File: config.mk
export PLATFORM = sky130hd
export DESIGN_NAME = ram_sfr_guard_access_check
export DESIGN_NICKNAME = d
export VERILOG_FILES = /design/src/inc/mem_guard_pkg.sv /design/src/design/ram_sfr_guard_access_check.sv
export SDC_FILE = /design/constraint.sdc
export NUM_CORES = 1
export LEC_CHECK = 0
export ABC_AREA = 1
export BUFFER_PORTS_ARGS = -buffer_cell sky130_fd_sc_hd__buf_2
export CAP_MARGIN = 20
export CORE_UTILIZATION = 47
export DETAILED_ROUTE_END_ITERATION = 8
export GPL_TIMING_DRIVEN = 0
export HOLD_SLACK_MARGIN = 0.15
export PLACE_DENSITY = 0.79
export SLEW_MARGIN = 20
export SYNTH_ARGS = -nofsm -noshare
export SYNTH_HDL_FRONTEND = slang
export SYNTH_SLANG_ARGS = --single-unit
File: constraint.sdc
create_clock -name clk_i -period 1.5 [get_ports clk_i]
set_input_delay 0.075 -clock clk_i [delete_from_list [all_inputs] [get_ports clk_i]]
set_output_delay 0.075 -clock clk_i [all_outputs]
set_load 0.01 [all_outputs]
File: src/inc/mem_guard_pkg.sv
// Constants and types for the RAM/SFR guard and access checker.
// Assumes a 20-bit CPU address space and one AHB-Lite register slave.
package mem_guard_pkg;

    // Register byte addresses
    localparam logic [31:0] CTRL_ADDR = 32'h000f_0078;
    localparam logic [31:0] STAT_ADDR = 32'h000f_0080;
    localparam logic [31:0] MASK_ADDR = 32'h000f_0084;

    // Control register layout and reset
    localparam int EN_BIT = 7;
    localparam int RAMG_HI = 5;
    localparam int RAMG_LO = 4;
    localparam int PORTG_BIT = 2;
    localparam int IRQG_BIT = 1;
    localparam int SYSG_BIT = 0;
    localparam logic [7:0] CTRL_RST = 8'h00;
    localparam logic [7:0] CTRL_WMASK = 8'hb7;

    // Event status bits
    localparam int EV_RAM = 0;
    localparam int EV_SFR = 1;
    localparam int EV_INV = 2;
    localparam int EV_N = 3;

    // Address map
    localparam logic [19:0] SFR_LO = 20'hfff00;
    localparam logic [19:0] GPR_LO = 20'hffee0;
    localparam logic [19:0] GPR_HI = 20'hffeff;
    localparam logic [19:0] RSV_HI_LO = 20'hf4000;
    localparam logic [19:0] MIR_LO = 20'hf2000;
    localparam logic [19:0] MIR_HI = 20'hf3fff;
    localparam logic [19:0] DFL_LO = 20'hf1000;
    localparam logic [19:0] DFL_HI = 20'hf17ff;
    localparam logic [19:0] SFR2_LO = 20'hf0000;
    localparam logic [19:0] SFR2_HI = 20'hf07ff;

    // Guard span sizes in bytes
    localparam logic [19:0] G128 = 20'h00080;
    localparam logic [19:0] G256 = 20'h00100;
    localparam logic [19:0] G512 = 20'h00200;

    typedef enum logic [1:0] {ACC_FETCH, ACC_READ, ACC_WRITE} access_kind_type;

    // SFR group of the target, from the SFR address decoder
    typedef enum logic [2:0] {
        GRP_NONE, GRP_PORT_DATA, GRP_PORT_CFG, GRP_IRQ_CFG, GRP_SYSCTL_CFG
    } sfr_group_type;

    typedef struct packed {
        logic valid;
        access_kind_type kind;
        logic [19:0] addr;
        sfr_group_type group;
    } cpu_access_type;

endpackage

File: src/design/ram_sfr_guard_access_check.sv
// RAM/SFR write guard and invalid access detector with AHB-Lite registers.
// Assumes the CPU presents one access per cycle and obeys wr_allow_o.
`timescale 1ns/100ps
module ram_sfr_guard_access_check
    import mem_guard_pkg::*;
#(
    parameter int RAM_BYTES = 2048,
    parameter int FLASH_BYTES = 16384
) (
    // Clock and reset
    input wire logic clk_i,
    input wire logic srst_i,
    // AHB-Lite slave
    input wire logic hsel_i,
    input wire logic [31:0] haddr_i,
    input wire logic [1:0] htrans_i,
    input wire logic hwrite_i,
    input wire logic [2:0] hsize_i,
    input wire logic [31:0] hwdata_i,
    input wire logic hready_i,
    output logic [31:0] hrdata_o,
    output logic hreadyout_o,
    output logic hresp_o,
    // CPU access check
    input wire cpu_access_type cpu_i,
    input wire logic watchdog_option_on_i,
    output logic wr_allow_o,
    output logic access_reset_o,
    // Interrupt
    output logic irq_o
);

    localparam logic [19:0] RAM_LO = 20'(SFR_LO - 20'(RAM_BYTES));
    localparam logic [19:0] FL_HI = 20'(FLASH_BYTES - 1);

    logic [7:0] ctrl_r;
    logic [EV_N-1:0] stat_r;
    logic [EV_N-1:0] mask_r;
    logic wr_pend_r;
    logic [31:0] dp_addr_r;
    logic access_reset_r;

    // Inclusive address range test
    function automatic logic in_rng(input logic [19:0] a,
                                    input logic [19:0] lo,
                                    input logic [19:0] hi);
        in_rng = (a >= lo) && (a <= hi);
    endfunction

    // Span guarded by the size field
    function automatic logic [19:0] guard_len(input logic [1:0] f);
        case (f)
            2'b01: guard_len = G128;
            2'b10: guard_len = G256;
            2'b11: guard_len = G512;
            default: guard_len = 20'h00000;
        endcase
    endfunction

    // Address map decode
    logic [19:0] a;
    logic is_wr;
    logic is_fetch;
    logic in_sfr;
    logic in_gpr;
    logic in_ram;
    logic in_mir;
    logic in_dfl;
    logic in_sfr2;
    logic in_code;
    logic in_flash;
    logic invalid;
    logic detect_on;

    assign a = cpu_i.addr;
    assign is_wr = cpu_i.kind == ACC_WRITE;
    assign is_fetch = cpu_i.kind == ACC_FETCH;
    assign in_sfr = a >= SFR_LO;
    assign in_gpr = in_rng(a, GPR_LO, GPR_HI);
    assign in_ram = in_rng(a, RAM_LO, 20'(GPR_LO - 20'h00001));
    assign in_mir = in_rng(a, MIR_LO, MIR_HI);
    assign in_dfl = in_rng(a, DFL_LO, DFL_HI);
    assign in_sfr2 = in_rng(a, SFR2_LO, SFR2_HI);
    assign in_code = a <= FL_HI;
    assign in_flash = in_code || in_mir || in_dfl;

    // Anything unmapped is reserved for every access kind
    always_comb begin
        invalid = 1'b0;
        if (!(in_sfr || in_gpr || in_ram || in_flash || in_sfr2)) begin
            invalid = 1'b1;
        end else if (is_fetch && (in_sfr || in_sfr2 || in_dfl)) begin
            invalid = 1'b1;
        end else if (is_wr && in_flash) begin
            invalid = 1'b1;
        end
    end

    // Watchdog option forces detection on
    assign detect_on = ctrl_r[EN_BIT] || watchdog_option_on_i;

    // RAM guard span, the register bank excluded
    logic [19:0] g_len;
    logic ram_block;

    assign g_len = guard_len(ctrl_r[RAMG_HI:RAMG_LO]);
    // Span kept inside RAM, so a wide code on a small RAM never reaches the SFRs
    assign ram_block = is_wr && !in_gpr
        && in_ram && (20'(a - RAM_LO) < g_len);

    // SFR group guards; port data is never a guarded group
    logic sfr_block;

    always_comb begin
        sfr_block = 1'b0;
        if (is_wr) begin
            case (cpu_i.group)
                GRP_PORT_CFG: sfr_block = ctrl_r[PORTG_BIT];
                GRP_IRQ_CFG: sfr_block = ctrl_r[IRQG_BIT];
                GRP_SYSCTL_CFG: sfr_block = ctrl_r[SYSG_BIT];
                GRP_PORT_DATA: sfr_block = 1'b0;
                default: sfr_block = 1'b0;
            endcase
        end
    end

    // Write strobe gate; a blocked write simply does not land
    assign wr_allow_o = cpu_i.valid && is_wr && !ram_block
        && !sfr_block && !invalid;

    // Reset request one cycle after the offending access
    always_ff @(posedge clk_i) begin
        if (srst_i) begin
            access_reset_r <= 1'b0;
        end else begin
            access_reset_r <= cpu_i.valid && invalid && detect_on;
        end
    end

    assign access_reset_o = access_reset_r;

    // AHB address phase capture; zero wait states
    logic take;

    assign take = hsel_i && htrans_i[1] && hready_i;

    always_ff @(posedge clk_i) begin
        if (srst_i) begin
            wr_pend_r <= 1'b0;
            dp_addr_r <= 32'h0000_0000;
        end else begin
            wr_pend_r <= take && hwrite_i;
            if (take) begin
                dp_addr_r <= haddr_i;
            end
        end
    end

    assign hreadyout_o = 1'b1;
    assign hresp_o = 1'b0;

    logic wr_ctrl;
    logic wr_stat;
    logic wr_mask;

    assign wr_ctrl = wr_pend_r && dp_addr_r == CTRL_ADDR;
    assign wr_stat = wr_pend_r && dp_addr_r == STAT_ADDR;
    assign wr_mask = wr_pend_r && dp_addr_r == MASK_ADDR;

    // Control register; enable bit can only be set by software
    always_ff @(posedge clk_i) begin
        if (srst_i) begin
            ctrl_r <= CTRL_RST;
        end else if (wr_ctrl) begin
            // Whole low byte taken at once; bits 6 and 3 forced low
            ctrl_r <= hwdata_i[7:0] & CTRL_WMASK;
            ctrl_r[EN_BIT] <= ctrl_r[EN_BIT] | hwdata_i[EN_BIT];
        end
    end

    // Sticky events; a new event beats a same-cycle clear
    logic [EV_N-1:0] ev;

    assign ev[EV_RAM] = cpu_i.valid && ram_block && !invalid;
    assign ev[EV_SFR] = cpu_i.valid && sfr_block && !invalid;
    assign ev[EV_INV] = cpu_i.valid && invalid && !detect_on;

    always_ff @(posedge clk_i) begin
        if (srst_i) begin
            stat_r <= '0;
        end else begin
            stat_r <= (stat_r & ~(wr_stat ? hwdata_i[EV_N-1:0] : '0)) | ev;
        end
    end

    always_ff @(posedge clk_i) begin
        if (srst_i) begin
            mask_r <= '0;
        end else if (wr_mask) begin
            mask_r <= hwdata_i[EV_N-1:0];
        end
    end

    assign irq_o = |(stat_r & mask_r);

    // Read mux on the data-phase address; unmapped reads give zero
    always_comb begin
        hrdata_o = 32'h0000_0000;
        case (dp_addr_r)
            CTRL_ADDR: hrdata_o[7:0] = ctrl_r;
            STAT_ADDR: hrdata_o[EV_N-1:0] = stat_r;
            MASK_ADDR: hrdata_o[EV_N-1:0] = mask_r;
            default: hrdata_o = 32'h0000_0000;
        endcase
    end

    // Checks
    a_ctrl_reset_zero: assert property (@(posedge clk_i)
        srst_i |=> ctrl_r == CTRL_RST)
        else $error("control not cleared by reset");

    a_enable_stays_set: assert property (@(posedge clk_i)
        disable iff (srst_i) ctrl_r[EN_BIT] |=> ctrl_r[EN_BIT])
        else $error("detection enable dropped");

    a_fixed_zero_bits: assert property (@(posedge clk_i)
        disable iff (srst_i) !ctrl_r[6] && !ctrl_r[3])
        else $error("fixed zero bit set");

    a_ram_write_drop: assert property (@(posedge clk_i)
        disable iff (srst_i)
        cpu_i.valid && is_wr && ctrl_r[RAMG_HI:RAMG_LO] == 2'b01
        && in_rng(a, RAM_LO, 20'(RAM_LO + 20'h0007f)) && !in_gpr
        |-> !wr_allow_o)
        else $error("guarded RAM write passed");

    a_gpr_write_ok: assert property (@(posedge clk_i)
        disable iff (srst_i)
        cpu_i.valid && is_wr && in_gpr && cpu_i.group == GRP_NONE
        |-> wr_allow_o)
        else $error("register bank write blocked");

    a_port_cfg_drop: assert property (@(posedge clk_i)
        disable iff (srst_i)
        cpu_i.valid && is_wr && cpu_i.group == GRP_PORT_CFG
        && ctrl_r[PORTG_BIT] |-> !wr_allow_o)
        else $error("port config write passed");

    a_port_data_ok: assert property (@(posedge clk_i)
        disable iff (srst_i)
        cpu_i.valid && is_wr && cpu_i.group == GRP_PORT_DATA && in_sfr
        |-> wr_allow_o)
        else $error("port data write blocked");

    a_irq_cfg_drop: assert property (@(posedge clk_i)
        disable iff (srst_i)
        cpu_i.valid && is_wr && cpu_i.group == GRP_IRQ_CFG
        && ctrl_r[IRQG_BIT] |-> !wr_allow_o)
        else $error("interrupt config write passed");

    a_sys_cfg_drop: assert property (@(posedge clk_i)
        disable iff (srst_i)
        cpu_i.valid && is_wr && cpu_i.group == GRP_SYSCTL_CFG
        && ctrl_r[SYSG_BIT] |-> !wr_allow_o)
        else $error("system config write passed");

    a_invalid_resets: assert property (@(posedge clk_i)
        disable iff (srst_i)
        cpu_i.valid && is_fetch && in_sfr && ctrl_r[EN_BIT]
        |=> access_reset_o)
        else $error("invalid fetch gave no reset");

    a_watchdog_detect: assert property (@(posedge clk_i)
        disable iff (srst_i)
        cpu_i.valid && is_wr && in_code && watchdog_option_on_i
        |=> access_reset_o)
        else $error("watchdog option did not force detection");

    a_guard_no_reset: assert property (@(posedge clk_i)
        disable iff (srst_i)
        cpu_i.valid && (ram_block || sfr_block) && !invalid
        |=> !access_reset_o)
        else $error("guarded write caused reset");

endmodule

==> results.json, run 1 <==
{
  "outcome": "finished, violations left",
  "failed_checks": "setup timing",
  "tns_ns": -2.82,
  "wire_per_inst_microns": 12.8,
  "p_leak_nw": 1.96,
  "syn_to_final_growth_pct": 52.6,
  "die_area_sq_um": 6400,
  "slew-limit-headroom_pct": 61.4,
  "setup_ws_ns": -0.343,
  "rsz0062_at_grt": "true",
  "stdcell_area_sq_um": 4360,
  "cts_made_buffers": 5,
  "wl_microns": 8600,
  "num-nets-final": 705,
  "synth_cells": 430,
  "hold_path.class": "input port to flop",
  "worstSetupEndpointType": "primary output",
  "path_cells": "inv_2, nand2_2, ha_4, o21ai_2, nand2_1, nand2_1, nand2_1, nor2_1, nand3_1, nand4_1, nor2_1, buf_2",
  "grt_pass1_vias": 2906,
  "cts-root-buf": "clkbuf_8",
  "max_stage_delay_ns": 0.36,
  "power_w": 0.00284,
  "maxCapViolCount": 0,
  "antenna_found_initial": 0,
  "instances_no_fill": 674,
  "drt-pass1-iter-count": 5,
  "timing.final.crit_period_ns": 1.84,
  "fp.dieH_microns": 80.0,
  "vias": 3394,
  "via_per_inst": 5.04,
  "ys_seq_elements": 46,
  "port_buffers": 78,
  "yosysSeqAreaShare_pct": 32.2,
  "drtIter0Drc": 219,
  "syn_area_sq_um": 2860,
  "htreeDepth": 2,
  "track_usage_pct": 25.1,
  "drv_slew": 0,
  "clock-sinks": 46,
  "hpwl_microns": 5400,
  "die_w_microns": 80.0,
  "clk_pin_slew_ns": 0.08,
  "io_pins": 138,
  "fmax_mhz": 543,
  "drive_gt1_share_pct": 35.2,
  "layout_commonest_cell": "nand2_1",
  "setup_viol": 17,
  "fin_crit_sh_pct": 123,
  "finClkSkew_ns": 0.00856,
  "start_kind": "flop",
  "start_util_pct": 48.6,
  "avgSynthCellArea_sq_um": 6.65,
  "cts_tree": "done",
  "place_area_sq_um": 3440,
  "antenna_cells": 0,
  "cts_buffer_depth": 2,
  "critical_path_arrival_ns": 1.77,
  "drcViolationCount": 0,
  "core_area_sq_um": 5890,
  "finalHoldViolations": 0,
  "fill_cells": 441,
  "final_cell_mix": "nand2_1, buf_2, dlygate4sd3_1, buf_4, nand4_1",
  "yosysUniqueCellTypes": 30,
  "critical_path.max_fanout": 4,
  "grt_max_degree": 14,
  "grt_pass1_wl_microns": 12800,
  "crit_top_cell": "nand2_1",
  "gp_congestion": 0.859,
  "slowest_stage": "dfxtp_4",
  "critical_path_required_ns": 1.42,
  "row_count": 28,
  "vdd_drop_max_mv": 0.565,
  "p_per_area_nw_per_um2": 652,
  "clk_latency_ns": 0.31,
  "worst-slew-pin-transition_ns": 0.579,
  "dpl.cell_count": 609,
  "gr-total-overflow": 0,
  "yosys_warnings": 0,
  "critPathKind": "flop to primary output",
  "ant_nets": 0
}
[synth_stat cells]
cell type / instances / area [sq um]
a31oi_1: 1 / 6.26
buf_2: 1 / 5.00
inv_1: 37 / 139
nor3b_2: 1 / 12.5
o21ai_1: 2 / 10.0
and2_1: 1 / 6.26
a211oi_1: 11 / 82.6
ha_1: 5 / 62.6
nand4_1: 36 / 225
nor2_2: 9 / 56.3
nor3b_1: 1 / 7.51
nand4_2: 1 / 12.5
a21oi_1: 34 / 170
buf_4: 28 / 210
inv_2: 7 / 26.3
nor2_4: 2 / 22.5
nand2_2: 6 / 37.5
nor2_1: 43 / 161
nand2_1: 89 / 334
xor2_1: 1 / 8.76
nor3_2: 2 / 20.0
clkbuf_1: 15 / 56.3
or2_4: 1 / 8.76
nor3_4: 1 / 16.3
nand3_1: 41 / 205
buf_1: 1 / 3.75
conb_1: 2 / 7.51
o21ai_0: 3 / 15.0
nor3_1: 2 / 10.0
dfxtp_1: 46 / 921
[final timing paths]
| kind | to | slack, ns | cells past startpoint | start |
|---|---|---|---|---|
| max | wr_allow_o | -0.34 | 12 | ctrl_r[4]$_SDFFE_PP0P_ |
| min | access_reset_o$_SDFF_PP0_ | 0.20 | 6 | cpu_i[23] |
| max reg2reg | ctrl_r[4]$_SDFFE_PP0P_ | -0.12 | 8 | dp_addr_r[20]$_SDFFE_PP0P_ |
| min reg2reg | dp_addr_r[19]$_SDFFE_PP0P_ | 0.47 | 2 | dp_addr_r[19]$_SDFFE_PP0P_ |
[per-layer routing]
layer	up-vias	share of wire [%]	track usage, %
met5	-	0	0
met4	0	1.3	5.54
met3	17	6.1	4.80
met2	132	51	43.8
met1	1535	42	31.8
li1	1710	-	-
[critical path: cells and delay by family (launching register included)]
kind	cells	cell delay (ns)
and+or+nand+nor	8	0.58
DFF	1	0.36
adders and majority gates	1	0.27
buffers and inverters	2	0.21
AOI/OAI and AO/OA	1	0.05
[metrics by stage]
stage,hold slack (ns),setup slack (ns),utilization (%)
after global placement,0.332,-0.120,58.5
after floorplan,0.214,0.185,-
after CTS,0.208,-0.305,69.7
after global routing,0.254,-0.454,74.1
final,0.203,-0.343,74.1
after detailed placement,0.338,-0.165,58.5
[cell families after synthesis]
group	count (synthesis)	synth area share, %
AND/OR/NAND/NOR	236	39.7
flip-flops	46	32.2
adder cells (fa/ha/maj)	5	2.19
AO/OA/AOI/OAI	51	9.93
other	2	0.263
buffers and inverters	89	15.4
XOR/XNOR	1	0.306
[state kept, by name, summed over array words and instances (netlist names)]
| register | flops |
|---|---|
| stat_r | 3 |
| dp_addr_r | 32 |
| access_reset_o | 1 |
| ctrl_r | 6 |
| mask_r | 3 |
| wr_pend_r | 1 |
[cell type report]
cell class | count | area [sq um] | share of cell area, %
tap | 75 | 93.8 | 2.15
clock inverter | 1 | 30.0 | 0.688
inverter | 44 | 165 | 3.78
timing repair buffer | 137 | 985 | 22.6
sequential | 46 | 937 | 21.5
buffer | 44 | 270 | 6.19
clock buffer | 6 | 82.6 | 1.89
multi-input combinational | 321 | 1800 | 41.3
[repair_timing]
item,in CTS,in global routing
buffers inserted,9,10
hold buffers,44,0
gates resized for setup,19,57
endpoints found under the hold margin,45,0
endpoints found under the setup margin,16,20
gates cloned,0,0
pin swaps,19,30
[power breakdown]
part / total [W] / internal, W / switching [W]
clock network: 0.000956 / 0.000534 / 0.000422
registers: 0.00128 / 0.00126 / 0.0000238
logic: 0.000608 / 0.000290 / 0.000318
(Power assumes the default switching activity.)
==> run 2, diff against run 1 <==
Settings changed: ABC_AREA 1 to not set, CORE_UTILIZATION 47 to 45.
==> run 2 against run 1 <==
Critical path type unchanged. Via count decreased by 19%. The flow still finishes with violations (setup timing). Sequential cell count is the same. Non-clock buffer count is 4 lower. Clock power shrank 4.9%. Synthesized area fell by 11%. Die area down 6.9%. Register-to-register slack worse by 0.24 ns. Final cell count shrank 18%. Sequential share of layout area rose by 2.3 points. Largest power group unchanged.
==> results.json, run 2 <==
{
  "wl_microns": 7180,
  "fp.dieH_microns": 77.2,
  "cts_tree": "done",
  "yosys_warnings": 0,
  "gr-total-overflow": 0,
  "async_reset_ff_share_pct": 0,
  "yosysMostFrequentCell": "nand2_1",
  "synth_cells": 316,
  "antenna_cells": 0,
  "dp_slack_ns": -0.415,
  "critical_path_required_ns": 1.42,
  "grt_pass1_vias": 2609,
  "fin_crit_sh_pct": 128,
  "clk_pin_slew_ns": 0.09,
  "setup_viol": 19,
  "worstSetupEndpointType": "primary output",
  "vdd_drop_max_mv": 0.659,
  "failed_checks": "setup timing",
  "yosysSeqAreaShare_pct": 36.2,
  "critical_path.max_fanout": 4,
  "top_regs": "dp_addr_r: 32 flops, ctrl_r: 6 flops",
  "finClkSkew_ns": 0.00634,
  "critPathTopFamily": "simple AND/OR/NAND/NOR gates",
  "avgSynthCellArea_sq_um": 8.06,
  "num-nets-final": 589,
  "yosysUniqueCellTypes": 49,
  "hpwl_microns": 4580,
  "finalHoldViolations": 0,
  "port_buffers": 77,
  "critical_path_arrival_ns": 1.84,
  "path_cells": "nor4_4, nand4_4, or3_4, o21ai_2, buf_2",
  "htreeDepth": 2,
  "fmax_mhz": 521,
  "synthFlopType": "dfxtp_1",
  "timing.final.crit_period_ns": 1.92,
  "synth_common_cells": "nand2_1, dfxtp_1, a21oi_1",
  "crit_buf_inv": 1,
  "synthTopCellsByArea": "dfxtp_1, nand2_1, buf_4, a21oi_1, mux2i_1",
  "p_leak_nw": 1.69,
  "cts-root-buf": "clkbuf_8",
  "drive_gt1_share_pct": 35.1,
  "hold_path.class": "input port to flop",
  "ys_seq_elements": 46,
  "stdcell_area_sq_um": 3940,
  "largest_reg_flops": 32,
  "drt-pass1-iter-count": 4,
  "final_cell_mix": "buf_2, nand2_1, dlygate4sd3_1, buf_4, dfxtp_1",
  "syn_area_sq_um": 2550,
  "top_register": "dp_addr_r",
  "start_kind": "flop",
  "layout_commonest_cell": "buf_2",
  "drtIter0Drc": 157,
  "vias": 2755,
  "synth-edff-count": 0,
  "core_area_sq_um": 5470,
  "p_per_area_nw_per_um2": 698,
  "track_usage_pct": 24.1,
  "critPathKind": "flop to primary output",
  "slowest_stage": "or3_4",
  "outcome": "finished, violations left",
  "setup_ws_ns": -0.418,
  "start_util_pct": 46.5,
  "grt_pass1_wl_microns": 11600,
  "ant_nets": 0,
  "via_per_inst": 4.96,
  "wire_per_inst_microns": 12.9,
  "synth_area_leader_cell": "dfxtp_1",
  "drv_slew": 0,
  "drcViolationCount": 0,
  "antenna_found_initial": 0,
  "maxCapViolCount": 0,
  "max_stage_delay_ns": 0.40,
  "synth_top_area_share_pct": 36.2,
  "syn_to_final_growth_pct": 54.6,
  "rsz0062_at_grt": "true",
  "grt_max_degree": 15,
  "io_pins": 138,
  "gp_congestion": 0.827,
  "die_area_sq_um": 5960,
  "row_count": 27,
  "cts_made_buffers": 5,
  "clock-sinks": 46,
  "clk_latency_ns": 0.30,
  "place_area_sq_um": 3160,
  "die_w_microns": 77.2,
  "cts_buffer_depth": 2,
  "hold_ws_ns": 0.182
}
[run 2: cell count changes after synthesis, sizes merged, moves of 7 or more]
cell and change:
a211oi -10, inv -37, mux2i +11, nand2 -20
nand3 -37, nand4 -31, nor2 -37, nor4 +7
[run 2: routing by layer]
metal / GRT usage, % / routed length, microns
met1: 27.6 / 2850
met2: 44.9 / 3780
met3: 4.29 / 431
met4: 7.17 / 123
met5: 0 / 0
[run 2: final cells by class]
type                    instances  area [sq um]
repair buffers                135           942
flip-flops and latches         46           936
multi-input cells             246          1570
well taps                      72          90.1
plain buffers                  42           268
clock buffers                   6          72.6
fillers                       420          1540
inverters                       7          26.3
clock inverters                 2          37.5
[run 2: stage by stage]
| step | std cells | setup TNS [ns] | power (W) | util (%) |
|---|---|---|---|---|
| 6_report | 556 | -6.03 | 0.00275 | 71.9 |
| 5_1_grt | 556 | -8.16 | 0.00287 | 71.9 |
| 4_1_cts | 551 | -5.93 | 0.00273 | 70.6 |
| 3_5_place_dp | 491 | -5.62 | 0.00170 | 57.8 |
| 3_3_place_gp | 491 | -4.89 | 0.00169 | 57.8 |
| 2_1_floorplan | 342 | -0.867 | 0.00155 | - |
[run 2: final timing paths]
path                                                  from                          to  slack (ns)  depth (start not counted)
worst min-delay path                             cpu_i[24]   access_reset_o$_SDFF_PP0_        0.18                          4
worst max register to register  dp_addr_r[12]$_SDFFE_PP0P_        stat_r[1]$_SDFF_PP0_       -0.36                          7
worst min register to register  dp_addr_r[16]$_SDFFE_PP0P_  dp_addr_r[16]$_SDFFE_PP0P_        0.46                          2
worst max-delay path            dp_addr_r[12]$_SDFFE_PP0P_                 hrdata_o[1]       -0.42                          5
[run 2: worst reg2reg max path: stages, from the launching register on]
cell and delay, ns:
dfxtp_2 0.34, nor4_4 0.33, nand4_4 0.18, buf_4 0.18
buf_6 0.12, nor3_4 0.20, a311oi_1 0.16, a31o_2 0.24
[run 2: cells by family (layout without fill, tap and decap cells)]
logic type	Yosys count	in the layout	share of synthesized area, %
adder cells (fa/ha/maj)	5	5	2.46
XOR/XNOR	1	1	0.344
other	2	28	0.295
AO/OA/AOI/OAI	60	60	14.3
buffers and inverters	50	192	11.5
flip-flops	46	46	36.2
multiplexers	12	12	4.77
AND/OR/NAND/NOR	140	140	30.2
[run 2: timing repair]
| action | CTS | global route |
|---|---|---|
| endpoints found under the hold margin | 44 | 0 |
| hold buffers | 41 | 0 |
| pin swaps | 18 | 10 |
| setup endpoints to repair | 19 | 20 |
| buffers inserted | 12 | 7 |
| gates resized for setup | 22 | 10 |
[run 2: power breakdown]
part           internal (W)  switching [W]
Combinational      0.000306       0.000255
Clock              0.000497       0.000412
Sequential          0.00125      0.0000263
==> run 3, diff against run 2 <==
Settings changed: CTS_BUF_LIST set to sky130_fd_sc_hd__clkbuf_16.
==> run 3 against run 2 <==
The run still ends with setup timing left. Cell area increased by 1.6%. Critical path type unchanged. Final cell count decreased by 0.72%. Routed wire length down 0.24%. Maximum frequency is essentially flat. Critical endpoint unchanged. Die area stayed put. Non-clock buffer count fell by 4. First-iteration DRC count grew 13%.
==> results.json, run 3 (synthesized netlist as in run 2, its figures left out) <==
{
  "reg2reg_setup_slack_ns": -0.28,
  "instances_no_fill": 552,
  "use_met1_pct": 27.5,
  "worstSetupEndpointType": "primary output",
  "grt_pass1_vias": 2625,
  "reg2reg_from": "dp_addr_r[4]$_SDFFE_PP0P_",
  "vias": 2776,
  "top_regs": "dp_addr_r: 32 flops, ctrl_r: 6 flops",
  "top_register": "dp_addr_r",
  "finalHoldViolations": 0,
  "row_count": 27,
  "ant_nets": 0,
  "largest_reg_flops": 32,
  "io_pins": 138,
  "drtIter0Drc": 177,
  "r2r_cells": 7,
  "start_util_pct": 46.5,
  "num-nets-final": 585,
  "vdd_drop_max_mv": 0.578,
  "outcome": "finished, violations left",
  "port_buffers": 77,
  "maxCapViolCount": 0,
  "fmax_mhz": 522,
  "drive_gt1_share_pct": 35.8,
  "critical_path_arrival_ns": 1.84,
  "wire_per_inst_microns": 13.0,
  "dpl.cell_count": 491,
  "cts_tree": "done",
  "grt_max_degree": 15,
  "core_area_sq_um": 5470,
  "drt-pass1-iter-count": 5,
  "die_area_sq_um": 5960,
  "p_leak_nw": 1.71,
  "die_w_microns": 77.2,
  "syn_to_final_growth_pct": 57.1,
  "timing.final.crit_period_ns": 1.92,
  "track_usage_pct": 24.1,
  "start_kind": "flop",
  "finClkSkew_ns": 0.00788,
  "p_per_area_nw_per_um2": 763,
  "drcViolationCount": 0,
  "hpwl_microns": 4580,
  "htreeDepth": 2,
  "crit_start": "dp_addr_r[17]$_SDFFE_PP0P_",
  "cts_buffer_depth": 2,
  "wl_microns": 7160,
  "critPathCapture": "hrdata_o[1]",
  "critical_path_required_ns": 1.42,
  "grt_pass1_wl_microns": 11500,
  "grt-busiest-layer": "met2",
  "via_per_inst": 5.03,
  "clk_pin_slew_ns": 0.06,
  "tns_ns": -4.97,
  "drv_slew": 0,
  "r2r-end": "ctrl_r[1]$_SDFFE_PP0P_",
  "clk_latency_ns": 0.29,
  "clock-sinks": 46,
  "hold_path.class": "input port to flop",
  "antenna_cells": 0,
  "fin_crit_sh_pct": 128,
  "gr-total-overflow": 0,
  "power_w": 0.00305,
  "antenna_found_initial": 0,
  "setup_ws_ns": -0.417,
  "gp_congestion": 0.827,
  "setup_viol": 19,
  "critPathKind": "flop to primary output",
  "grt_use_met2_pct": 45.0,
  "final_cell_mix": "buf_2, nand2_1, dlygate4sd3_1, buf_4, dfxtp_1",
  "cts-root-buf": "clkbuf_16",
  "failed_checks": "setup timing",
  "cts_made_buffers": 5,
  "fp.dieH_microns": 77.2,
  "rsz0062_at_grt": "true",
  "use_met3_pct": 3.10,
  "layout_commonest_cell": "buf_2",
  "critical_path.max_fanout": 4
}
## run 3: metrics by stage
| stage | instance area (sq um) | worst slack, ns | hold WS [ns] | utilization [%] |
|---|---|---|---|---|
| after global routing | 4000 | -0.484 | 0.245 | 73.1 |
| after CTS | 3920 | -0.422 | 0.193 | 71.6 |
| after detailed placement | 3160 | -0.415 | 0.314 | 57.8 |
| after floorplan | 2690 | -0.145 | 0.203 | - |
| final | 4000 | -0.417 | 0.199 | 73.1 |
| after global placement | 3160 | -0.339 | 0.308 | 57.8 |
## run 3: how the worst min path moves through the flow
stage / start / endpoint / slack (ns) / cells past startpoint
2_1_floorplan: haddr_i[4] / dp_addr_r[4]$_SDFFE_PP0P_ / 0.20 / 2
3_3_place_gp: hwdata_i[7] / ctrl_r[7]$_SDFFE_PP0P_ / 0.31 / 3
3_5_place_dp: hwdata_i[7] / ctrl_r[7]$_SDFFE_PP0P_ / 0.31 / 3
4_1_cts: cpu_i[23] / access_reset_o$_SDFF_PP0_ / 0.19 / 4
5_1_grt: srst_i / dp_addr_r[26]$_SDFFE_PP0P_ / 0.25 / 2
6_report: cpu_i[23] / access_reset_o$_SDFF_PP0_ / 0.20 / 4
## run 3: routing by layer
layer | vias to the layer above | part of all wire, %
li1 | 1370 | -
met1 | 1258 | 40
met2 | 132 | 53
met3 | 16 | 5.8
met4 | 0 | 1.9
met5 | - | 0
## run 3: final cells by class
class                           instances  area [sq um]
Timing Repair Buffer                  131           912
Sequential cell                        46           937
Inverter                                7          26.3
Clock buffer                            5           125
Multi-Input combinational cell        246          1600
Fill cell                             402          1470
Clock inverter                          3          41.3
Buffer                                 42           268
Tap cell                               72          90.1
## run 3: worst max-delay path, stage by stage (launching register included)
cell and delay (ns):
dfxtp_2 0.33, nor4bb_4 0.32, nand3_4 0.17, or3_4 0.44, o21ai_2 0.13, buf_2 0.15
## run 3: power by group
| part | internal [W] | switching (W) |
|---|---|---|
| clock network | 0.000780 | 0.000458 |
| registers | 0.00125 | 0.0000261 |
| logic | 0.000282 | 0.000253 |
| total | 0.00231 | 0.000737 |
## run 3: repair_timing
item / in CTS / in global routing
endpoints found under the hold margin: 44 / 0
setup endpoints to repair: 19 / 20
pin swaps: 18 / 6
hold buffers: 41 / 0
resized for setup: 25 / 13
setup buffers: 10 / 4
